===== src/core/csrc_pkg.sv =====
// Constants, register map and carrier types for the colour sensor register block.
// Assumes a host that writes and reads one byte register at a time by address.
// Summary of operation
// RULE1 - capture-sensor trigger reads all four channels
// RULE2 - capture-offset trigger stores fresh offset readings
// RULE3 - external clock select switches to external clock
// RULE4 - configuration readback shows external clock in use
// RULE5 - sleep bit sleeps device under external clock
// RULE6 - offset trim subtracts stored offset from results
// RULE7 - lamp pin control lets sleep pin drive lamp; code lets the pin drive it only while external clock is selected
// RULE8 - lamp-on bit switches lamp on, clear off
// RULE9 - four gain capacitor fields, values 0 to 15
// RULE10 - four integration fields, values 0 to 4095
// RULE11 - control bits are active high
// RULE12 - all setup, offset, output registers read back
// RULE13 - host sweeps integration time during white calibration
// RULE14 - host gives address to read, address+data to write
// RULE15 - otherwise run from internal 26MHz oscillator; code counts one slot per system clock (CLK_HZ, 10MHz) instead
// RULE16 - trigger bits self-clear when capture completes
package csrc_pkg;

    localparam int NUM_CHAN = 4;
    localparam int CAP_W = 4;
    localparam int INT_W = 12;
    localparam int DATA_W = 10;
    localparam int OFS_W = 8;

    localparam int CLK_HZ = 10_000_000;
    localparam int INT_OSC_HZ = 26_000_000;

    // register byte addresses
    localparam logic [7:0] ADDR_TRIGGER = 8'h00;
    localparam logic [7:0] ADDR_CONFIG = 8'h01;
    localparam logic [7:0] ADDR_LAMP = 8'h02;
    localparam logic [7:0] ADDR_CAP_BASE = 8'h06;
    localparam logic [7:0] ADDR_INT_BASE = 8'h0A;
    localparam logic [7:0] ADDR_OUT_BASE = 8'h40;
    localparam logic [7:0] ADDR_OFS_BASE = 8'h48;

    // field positions
    localparam int BIT_SENSOR_TRIG = 0;
    localparam int BIT_OFFSET_TRIG = 1;
    localparam int BIT_OFFSET_TRIM = 0;
    localparam int BIT_SLEEP = 1;
    localparam int BIT_EXT_CLK = 2;
    localparam int BIT_LAMP_ON = 0;
    localparam int BIT_LAMP_PIN_EN = 1;

    // reset values
    localparam logic [7:0] RST_BYTE = 8'h00;
    localparam logic [CAP_W-1:0] RST_CAP = 4'h0;
    localparam logic [INT_W-1:0] RST_INT = 12'h000;
    localparam logic [DATA_W-1:0] RST_DATA = 10'h000;
    localparam logic [OFS_W-1:0] RST_OFS = 8'h00;
    localparam logic [OFS_W-1:0] OFS_MAX = 8'hFF;

    typedef logic [1:0] csrc_chan_t;

    typedef enum logic [1:0] {
        CSRC_IDLE = 2'b00,
        CSRC_INTEG = 2'b01,
        CSRC_SAMPLE = 2'b11,
        CSRC_NEXT = 2'b10
    } csrc_state_e;

    // drive toward the converter front end
    typedef struct packed {
        csrc_chan_t chan;
        logic [CAP_W-1:0] gain_caps;
        logic integrating;
        logic dark;
    } csrc_front_s;

    localparam csrc_front_s RST_FRONT = '0;

endpackage : csrc_pkg


===== src/core/csrc_top.sv =====
// Register file and capture sequencer for a four-channel colour light sensor.
// Assumes the converter front end delivers a settled sample on i_light_sample
// for the channel named on o_front, and all inputs are synchronous to i_clk.
`timescale 1ns/100ps

module csrc_top
    import csrc_pkg::*;
(
    input wire logic i_clk,
    input wire logic i_reset,
    input wire logic i_ce,
    input wire logic i_reg_wr,
    input wire logic i_reg_rd,
    input wire logic [7:0] i_reg_addr,
    input wire logic [7:0] i_reg_wdata,
    input wire logic i_ext_clk,
    input wire logic i_sleep_pin,
    input wire logic [DATA_W-1:0] i_light_sample,
    output logic [7:0] o_reg_rdata,
    output logic o_reg_rvalid,
    output logic o_use_ext_clk,
    output logic o_sleep,
    output logic o_lamp,
    output logic o_busy,
    output csrc_front_s o_front
);

    function automatic logic [DATA_W-1:0] sat_sub(input logic [DATA_W-1:0] a,
                                                   input logic [OFS_W-1:0] b);
        logic [DATA_W-1:0] bw;
        bw = {{(DATA_W - OFS_W){1'b0}}, b};
        sat_sub = (a > bw) ? (a - bw) : RST_DATA;
    endfunction : sat_sub

    function automatic logic [OFS_W-1:0] sat_ofs(input logic [DATA_W-1:0] a);
        sat_ofs = (a > {{(DATA_W - OFS_W){1'b0}}, OFS_MAX}) ? OFS_MAX : a[OFS_W-1:0];
    endfunction : sat_ofs

    // register decode shared by the write and read paths
    function automatic logic is_cap_addr(input logic [7:0] a, input int idx);
        is_cap_addr = (a == ADDR_CAP_BASE + 8'(idx));
    endfunction : is_cap_addr

    function automatic logic is_int_lo_addr(input logic [7:0] a, input int idx);
        is_int_lo_addr = (a == ADDR_INT_BASE + 8'(2 * idx));
    endfunction : is_int_lo_addr

    function automatic logic is_int_hi_addr(input logic [7:0] a, input int idx);
        is_int_hi_addr = (a == ADDR_INT_BASE + 8'(2 * idx + 1));
    endfunction : is_int_hi_addr

    function automatic logic is_out_lo_addr(input logic [7:0] a, input int idx);
        is_out_lo_addr = (a == ADDR_OUT_BASE + 8'(2 * idx));
    endfunction : is_out_lo_addr

    function automatic logic is_out_hi_addr(input logic [7:0] a, input int idx);
        is_out_hi_addr = (a == ADDR_OUT_BASE + 8'(2 * idx + 1));
    endfunction : is_out_hi_addr

    function automatic logic is_ofs_addr(input logic [7:0] a, input int idx);
        is_ofs_addr = (a == ADDR_OFS_BASE + 8'(idx));
    endfunction : is_ofs_addr

    function automatic logic is_last_chan(input csrc_chan_t c);
        is_last_chan = (c == csrc_chan_t'(NUM_CHAN - 1));
    endfunction : is_last_chan

    logic [7:0] config_r;
    logic [7:0] lamp_r;
    logic [1:0] trig_r;
    logic [1:0] trig_set;
    logic [1:0] trig_clr;
    logic [CAP_W-1:0] cap_r [NUM_CHAN];
    logic [INT_W-1:0] int_r [NUM_CHAN];
    logic [DATA_W-1:0] out_r [NUM_CHAN];
    logic [OFS_W-1:0] ofs_r [NUM_CHAN];
    csrc_state_e state_r;
    csrc_state_e state_nxt;
    csrc_chan_t chan_r;
    csrc_chan_t chan_nxt;
    logic mode_ofs_r;
    logic mode_ofs_nxt;
    logic [INT_W-1:0] slot_cnt_r;
    logic ext_clk_d_r;
    logic slot_tick;
    logic ext_sel;
    logic sleeping;
    logic [7:0] rdata_nxt;

    assign ext_sel = config_r[BIT_EXT_CLK];
    assign sleeping = config_r[BIT_SLEEP] & ext_sel; // RULE5
    // internal oscillator slots are taken as one per system clock
    assign slot_tick = ext_sel ? (i_ext_clk & ~ext_clk_d_r) : 1'b1; // RULE3 RULE15

    // configuration register
    always_ff @(posedge i_clk or posedge i_reset) begin
        if (i_reset) begin
            config_r <= RST_BYTE;
        end else if (i_ce && i_reg_wr && i_reg_addr == ADDR_CONFIG) begin
            // reserved bits stay zero
            config_r <= '0;
            config_r[BIT_EXT_CLK] <= i_reg_wdata[BIT_EXT_CLK]; // RULE11
            config_r[BIT_SLEEP] <= i_reg_wdata[BIT_SLEEP];
            config_r[BIT_OFFSET_TRIM] <= i_reg_wdata[BIT_OFFSET_TRIM];
        end
    end

    // lamp register
    always_ff @(posedge i_clk or posedge i_reset) begin
        if (i_reset) begin
            lamp_r <= RST_BYTE;
        end else if (i_ce && i_reg_wr && i_reg_addr == ADDR_LAMP) begin
            lamp_r <= '0;
            lamp_r[BIT_LAMP_ON] <= i_reg_wdata[BIT_LAMP_ON];
            lamp_r[BIT_LAMP_PIN_EN] <= i_reg_wdata[BIT_LAMP_PIN_EN];
        end
    end

    // gain capacitor counts
    always_ff @(posedge i_clk or posedge i_reset) begin
        if (i_reset) begin
            for (int i = 0; i < NUM_CHAN; i++) begin
                cap_r[i] <= RST_CAP;
            end
        end else if (i_ce && i_reg_wr) begin
            for (int i = 0; i < NUM_CHAN; i++) begin
                if (is_cap_addr(i_reg_addr, i)) begin
                    cap_r[i] <= i_reg_wdata[CAP_W-1:0]; // RULE9
                end
            end
        end
    end

    // integration slot counts; low byte then high nibble, written independently
    always_ff @(posedge i_clk or posedge i_reset) begin
        if (i_reset) begin
            for (int i = 0; i < NUM_CHAN; i++) begin
                int_r[i] <= RST_INT;
            end
        end else if (i_ce && i_reg_wr) begin
            for (int i = 0; i < NUM_CHAN; i++) begin
                if (is_int_lo_addr(i_reg_addr, i)) begin
                    int_r[i][7:0] <= i_reg_wdata; // RULE10
                end
                if (is_int_hi_addr(i_reg_addr, i)) begin
                    int_r[i][INT_W-1:8] <= i_reg_wdata[INT_W-9:0]; // RULE10
                end
            end
        end
    end

    // triggers: a write of one sets, zero is ignored; a new request wins
    // over the completion clear so a back-to-back request is not lost
    always_comb begin
        trig_set = 2'b00;
        if (i_reg_wr && i_reg_addr == ADDR_TRIGGER) begin
            trig_set[BIT_SENSOR_TRIG] = i_reg_wdata[BIT_SENSOR_TRIG];
            trig_set[BIT_OFFSET_TRIG] = i_reg_wdata[BIT_OFFSET_TRIG];
        end
        trig_clr = 2'b00;
        if (state_r == CSRC_NEXT && is_last_chan(chan_r) && !sleeping) begin
            trig_clr[BIT_OFFSET_TRIG] = mode_ofs_r;
            trig_clr[BIT_SENSOR_TRIG] = ~mode_ofs_r;
        end
    end

    always_ff @(posedge i_clk or posedge i_reset) begin
        if (i_reset) begin
            trig_r <= 2'b00;
        end else if (i_ce) begin
            trig_r <= (trig_r & ~trig_clr) | trig_set; // RULE16
        end
    end

    // capture sequencer
    always_comb begin
        state_nxt = state_r;
        case (state_r)
            CSRC_IDLE: begin
                // offset first so a trimmed capture uses the fresh offset
                if (trig_r[BIT_OFFSET_TRIG]) begin
                    state_nxt = CSRC_SAMPLE; // RULE2
                end else if (trig_r[BIT_SENSOR_TRIG]) begin
                    state_nxt = CSRC_INTEG; // RULE1
                end
            end
            CSRC_INTEG: begin
                if (slot_cnt_r == int_r[chan_r]) begin
                    state_nxt = CSRC_SAMPLE;
                end
            end
            CSRC_SAMPLE: begin
                state_nxt = CSRC_NEXT;
            end
            CSRC_NEXT: begin
                if (is_last_chan(chan_r)) begin
                    state_nxt = CSRC_IDLE;
                end else begin
                    state_nxt = mode_ofs_r ? CSRC_SAMPLE : CSRC_INTEG;
                end
            end
            default: begin
                state_nxt = CSRC_IDLE;
            end
        endcase
    end

    // channel and mode of the coming cycle; the front end is driven from
    // these so the sample it returns belongs to the channel being stored
    always_comb begin
        chan_nxt = chan_r;
        mode_ofs_nxt = mode_ofs_r;
        if (state_r == CSRC_IDLE) begin
            chan_nxt = '0;
            mode_ofs_nxt = trig_r[BIT_OFFSET_TRIG];
        end else if (state_r == CSRC_NEXT) begin
            chan_nxt = chan_r + 2'h1;
        end
    end

    // sleep freezes the sequencer; pending triggers wait for wake-up
    always_ff @(posedge i_clk or posedge i_reset) begin
        if (i_reset) begin
            state_r <= CSRC_IDLE;
            chan_r <= '0;
            mode_ofs_r <= 1'b0;
        end else if (i_ce && !sleeping) begin
            state_r <= state_nxt;
            chan_r <= chan_nxt;
            mode_ofs_r <= mode_ofs_nxt;
        end
    end

    // previous level of the external clock pin, for rising-edge detection
    always_ff @(posedge i_clk or posedge i_reset) begin
        if (i_reset) begin
            ext_clk_d_r <= 1'b0;
        end else if (i_ce) begin
            ext_clk_d_r <= i_ext_clk;
        end
    end

    always_ff @(posedge i_clk or posedge i_reset) begin
        if (i_reset) begin
            slot_cnt_r <= RST_INT;
        end else if (i_ce) begin
            if (state_r != CSRC_INTEG) begin
                slot_cnt_r <= RST_INT;
            end else if (!sleeping && slot_tick && slot_cnt_r != int_r[chan_r]) begin
                slot_cnt_r <= slot_cnt_r + 12'h001; // RULE10
            end
        end
    end

    // result and offset stores
    always_ff @(posedge i_clk or posedge i_reset) begin
        if (i_reset) begin
            for (int i = 0; i < NUM_CHAN; i++) begin
                out_r[i] <= RST_DATA;
                ofs_r[i] <= RST_OFS;
            end
        end else if (i_ce && !sleeping && state_r == CSRC_SAMPLE) begin
            if (mode_ofs_r) begin
                ofs_r[chan_r] <= sat_ofs(i_light_sample); // RULE2
            end else if (config_r[BIT_OFFSET_TRIM]) begin
                out_r[chan_r] <= sat_sub(i_light_sample, ofs_r[chan_r]); // RULE6
            end else begin
                out_r[chan_r] <= i_light_sample; // RULE1
            end
        end
    end

    // readback decode; unmapped addresses and reserved bits read zero
    always_comb begin
        rdata_nxt = 8'h00;
        case (i_reg_addr)
            ADDR_TRIGGER: rdata_nxt = {6'h00, trig_r};
            ADDR_CONFIG: rdata_nxt = config_r; // RULE4
            ADDR_LAMP: rdata_nxt = lamp_r;
            default: begin
                rdata_nxt = 8'h00;
            end
        endcase
        for (int i = 0; i < NUM_CHAN; i++) begin
            if (is_cap_addr(i_reg_addr, i)) begin
                rdata_nxt = {4'h0, cap_r[i]}; // RULE12
            end
            if (is_int_lo_addr(i_reg_addr, i)) begin
                rdata_nxt = int_r[i][7:0];
            end
            if (is_int_hi_addr(i_reg_addr, i)) begin
                rdata_nxt = {4'h0, int_r[i][INT_W-1:8]};
            end
            if (is_out_lo_addr(i_reg_addr, i)) begin
                rdata_nxt = out_r[i][7:0]; // RULE12
            end
            if (is_out_hi_addr(i_reg_addr, i)) begin
                rdata_nxt = {6'h00, out_r[i][DATA_W-1:8]};
            end
            if (is_ofs_addr(i_reg_addr, i)) begin
                rdata_nxt = ofs_r[i]; // RULE12
            end
        end
    end

    always_ff @(posedge i_clk or posedge i_reset) begin
        if (i_reset) begin
            o_reg_rdata <= 8'h00;
            o_reg_rvalid <= 1'b0;
        end else if (i_ce) begin
            o_reg_rvalid <= i_reg_rd;
            if (i_reg_rd) begin
                o_reg_rdata <= rdata_nxt;
            end
        end
    end

    // pin-side outputs
    always_ff @(posedge i_clk or posedge i_reset) begin
        if (i_reset) begin
            o_use_ext_clk <= 1'b0;
            o_sleep <= 1'b0;
            o_lamp <= 1'b0;
        end else if (i_ce) begin
            o_use_ext_clk <= ext_sel; // RULE3
            o_sleep <= sleeping; // RULE5
            o_lamp <= lamp_r[BIT_LAMP_ON]
                | (lamp_r[BIT_LAMP_PIN_EN] & ext_sel & i_sleep_pin); // RULE7 RULE8
        end
    end

    // converter drive follows the sequencer's next step and freezes with it
    always_ff @(posedge i_clk or posedge i_reset) begin
        if (i_reset) begin
            o_busy <= 1'b0;
            o_front <= RST_FRONT;
        end else if (i_ce && !sleeping) begin
            o_busy <= (state_nxt != CSRC_IDLE);
            o_front.chan <= chan_nxt;
            o_front.gain_caps <= cap_r[chan_nxt]; // RULE9
            o_front.integrating <= (state_nxt == CSRC_INTEG);
            o_front.dark <= mode_ofs_nxt && state_nxt != CSRC_IDLE;
        end
    end

endmodule : csrc_top


===== config.mk =====
export PLATFORM = sky130hd
export DESIGN_NAME = csrc_top
export DESIGN_NICKNAME = d
export VERILOG_FILES = /design/src/core/csrc_pkg.sv /design/src/core/csrc_top.sv
export SDC_FILE = /design/constraint.sdc
export NUM_CORES = 1
export LEC_CHECK = 0
export ABC_CLOCK_PERIOD_IN_PS = 12600
export BUFFER_PORTS_ARGS = -buffer_cell sky130_fd_sc_hd__buf_2
export CORE_MARGIN = 2
export CORE_UTILIZATION = 52
export CTS_CLUSTER_DIAMETER = 150
export DETAILED_ROUTE_END_ITERATION = 16
export PLACE_DENSITY = 0.7
export SETUP_SLACK_MARGIN = 0.02
export SYNTH_ARGS = -nofsm -noshare
export SYNTH_HDL_FRONTEND = slang
export SYNTH_SLANG_ARGS = --single-unit
export TNS_END_PERCENT = 30

===== constraint.sdc =====
create_clock -name i_clk -period 12.6 [get_ports i_clk]
set_input_delay 1.89 -clock i_clk [delete_from_list [all_inputs] [get_ports i_clk]]
set_output_delay 1.89 -clock i_clk [all_outputs]
set_load 0.05 [all_outputs]

==> results.yml <==
final_layout:
  final_core_util_pct: 58.37
  area_growth_pct: 10.14
  diodes: 0
  layout.cells.non_filler: 1266
  fin_nets: 1066
  final_cell_mix: "dfrtp_1 (180), nand2_1 (155), o21ai_0 (113)"
  final_area_um2: 10880
  mostFrequentLayoutCell: "dfrtp_1"
  drive_gt1_share_pct: 20.06
placed_design:
  dp_slack_ps: 7801
  portBuffers: 53
  post_dp_cell_area_um2: 10250
  place_inst: 1234
  gp_congestion: 1.044
  hpwl_um: 22970
power:
  power.leakage_nw: 4.840
  ir_drop_uv: 114.3
  p_clk_share_pct: 28.5
  power_frac_comb_pct: 31.2
  power.switching_mw: 0.7569
  power_density_nw_per_um2: 185.5
  power.internal_mw: 1.261
  switching_share_pct: 37.50
  seqPwrFrac_pct: 40.2
  power_mw: 2.018
clocking:
  clock_path_buffers: 2
  post-cts-setup-buffer-count: 0
  cts_tree: "done"
  clkLatencyLatePin_ps: 440
  cts_hold_buf: 0
  clkTransAtPathRegs_ps: 70
  numCtsBuffers: 17
  cts-root-buf: "clkbuf_16"
  cts-resized-gates: 0
  cts.sinks: 180
  htree_num_levels: 4
worst_setup_path:
  endpoint_kind: "register"
  crit_end: "o_reg_rdata[1]$_DFFE_PP0P_"
  cp.depth: 8
  r2r_start: "o_front[6]$_DFFE_PP0P_"
  cp-startpoint: "i_reg_addr[4]"
  crit_arrival_ps: 4880
  r2r_cells: 11
  crit_required_ps: 12970
  crit_chain: "buf_2 -> or4_1 -> nor3_2 -> a21oi_1 -> and4_1 -> a2111oi_0 -> o21ai_0 -> a21oi_1"
  rrSetupSlack_ps: 8890
  max_stage_delay_ps: 870
  crit_fanout: 16
  startpoint_type: "primary input"
  critPathTopFamily: "simple AND/OR/NAND/NOR gates"
  worst_path_max_delay_cell: "or4_1"
  crit_type: "in -> reg"
  r2r_end: "out_r[35]$_DFFE_PP0P_"
  worstPathBufferInverterCount: 1
  cpMostUsedCell: "a21oi_1"
synthesis:
  syn_nets: 1040
  synthArstFlopShare_pct: 100.0
  yosysWarningCount: 0
  synthCells: 993
  netlist_area_um2: 9879
  synth-edff-count: 0
  synth.avg_cell_area_um2: 9.949
  synth_cell_types: 74
  ys_ff_latch: 180
  ys_seq_area_share_pct: 45.59
  synth_ff_type: "dfrtp_1"
drt:
  avgRoutedWirePerCell_um: 24.86
  ant_nets: 0
  drc: 0
  drt-pass1-iter-count: 5
  detail_route.iter0.violations: 891
  vias: 8134
  wirelength_um: 31470
  viasPerCell: 6.425
timing:
  slew_violations: 0
  fin_ws_ps: 8082
  setup_viol_count_final: 0
  hold-worst-slack_ps: 474.0
  fin_crit_ps: 4518
  period_share_pct: 35.85
  rsz0062_at_grt: "false"
  finalHoldViolCount: 0
  skew_ps: 8.667
  worst_pin_slew_ps: 986.7
  tns_ps: 0
  slew_headroom_pct: 34.22
  max_freq_ghz: 0.2214
floorplanning:
  start_util_pct: 52.99
  row_count: 50
  pin_count: 54
  die_w_um: 141.8
  die-area_um2: 20120
  die_y_um: 141.8
  placeableCoreArea_um2: 18640
job:
  cap_violations: 0
status:
  status: "finished clean"
worst_hold_path:
  worstHoldStart: "o_front[2]$_DFFE_PP0P_"
  holdCritPathClass: "reg -> reg"
global_route:
  antenna_found_initial: 0
  grt_use_total_pct: 32.77
  gr-total-overflow: 0
  grt_max_degree: 109
  grt_pass1_wl_um: 49100
  grt_pass1_vias: 8068
==> metal layers <==
layer	up-vias	wire length, µm	track usage, %	share of wire (%)
met3	92	2167	6.547	6.9
met4	0	1222	12.95	3.9
met5	-	0	0	0
met2	351	14360	50.79	46
met1	3996	13720	45.64	44
li1	3695	-	-	-
==> cell type report <==
cell class / count / area [µm²]
fillers: 1641 / 7761
multi-input cells: 735 / 5049
flip-flops and latches: 180 / 4504
clock buffers: 18 / 429.2
repair buffers: 58 / 302.8
well taps: 234 / 292.8
clock inverters: 14 / 197.7
inverters: 27 / 106.4
==> power by group through the flow <==
stage / clock network, mW / registers [mW] / logic, mW
global placement: 0 / 0.816 / 0.612
CTS: 0.580 / 0.807 / 0.628
global route: 0.606 / 0.824 / 0.697
detailed placement: 0 / 0.818 / 0.622
floorplan: 0 / 0.818 / 0.449
finish: 0.576 / 0.812 / 0.631
==> cell usage after synthesis (5+ instances only) <==
cell type / count / share of area (%)
ha_1: 13 / 1.6
mux2_2: 80 / 9.1
buf_2: 6 / 0.30
nor3_1: 13 / 0.66
nand2b_1: 11 / 0.70
a22oi_1: 27 / 2.1
clkbuf_1: 37 / 1.4
a31oi_1: 5 / 0.32
nor2b_1: 7 / 0.44
xnor2_1: 14 / 1.2
a21oi_1: 27 / 1.4
nand4_1: 10 / 0.63
xor2_1: 7 / 0.62
buf_1: 5 / 0.19
a32oi_1: 6 / 0.53
nand2_1: 155 / 5.9
and2_1: 6 / 0.38
o221ai_1: 5 / 0.44
a221oi_1: 10 / 0.89
mux4_2: 18 / 4.1
a21o_1: 5 / 0.38
or3_1: 6 / 0.38
o21ai_0: 113 / 5.7
nor4_1: 6 / 0.38
nor3b_1: 6 / 0.46
a211oi_1: 9 / 0.68
dfrtp_1: 180 / 46
inv_1: 27 / 1.0
nand3_1: 16 / 0.81
o22ai_1: 5 / 0.32
nor2_1: 59 / 2.2
mux2i_1: 16 / 1.6
o211ai_1: 7 / 0.53
nor2_2: 5 / 0.32
==> sequential cells by signal, indices dropped and copies added, names as in the netlist <==
signal         cells
o_sleep            1
o_front            8
state_r            2
cap_r             16
int_r             48
o_reg_rdata        8
ext_clk_d_r        1
trig_r             2
mode_ofs_r         1
config_r           3
o_reg_rvalid       1
lamp_r             2
o_use_ext_clk      1
slot_cnt_r        12
o_lamp             1
ofs_r             32
o_busy             1
out_r             40
==> worst min-delay path, stage by stage, from the launching register on <==
cell	delay [ps]
dfrtp_1	340
nand2_1	40
o21ai_0	60
==> cells by family (layout without fill, tap and decap cells) <==
| family | count (synthesis) | count (layout) | synth area share, % |
|---|---|---|---|
| buf+inv | 78 | 117 | 3.305 |
| xor+xnor | 21 | 21 | 1.862 |
| fa+ha+maj | 14 | 14 | 1.849 |
| flops | 180 | 180 | 45.59 |
| compound gates | 259 | 259 | 16.78 |
| simple gates | 327 | 327 | 15.77 |
| mux | 114 | 114 | 14.84 |
==> how the worst min path moves through the flow <==
stage                                   to  depth (start not counted)
global route        o_front[1]$_DFFE_PP0P_                          2
detailed placement  o_front[2]$_DFFE_PP0P_                          2
CTS                 o_front[2]$_DFFE_PP0P_                          2
floorplan            out_r[22]$_DFFE_PP0P_                          2
finish              o_front[2]$_DFFE_PP0P_                          2
global placement    o_front[0]$_DFFE_PP0P_                          2
Note: power is estimated with default switching activity, not from simulation.
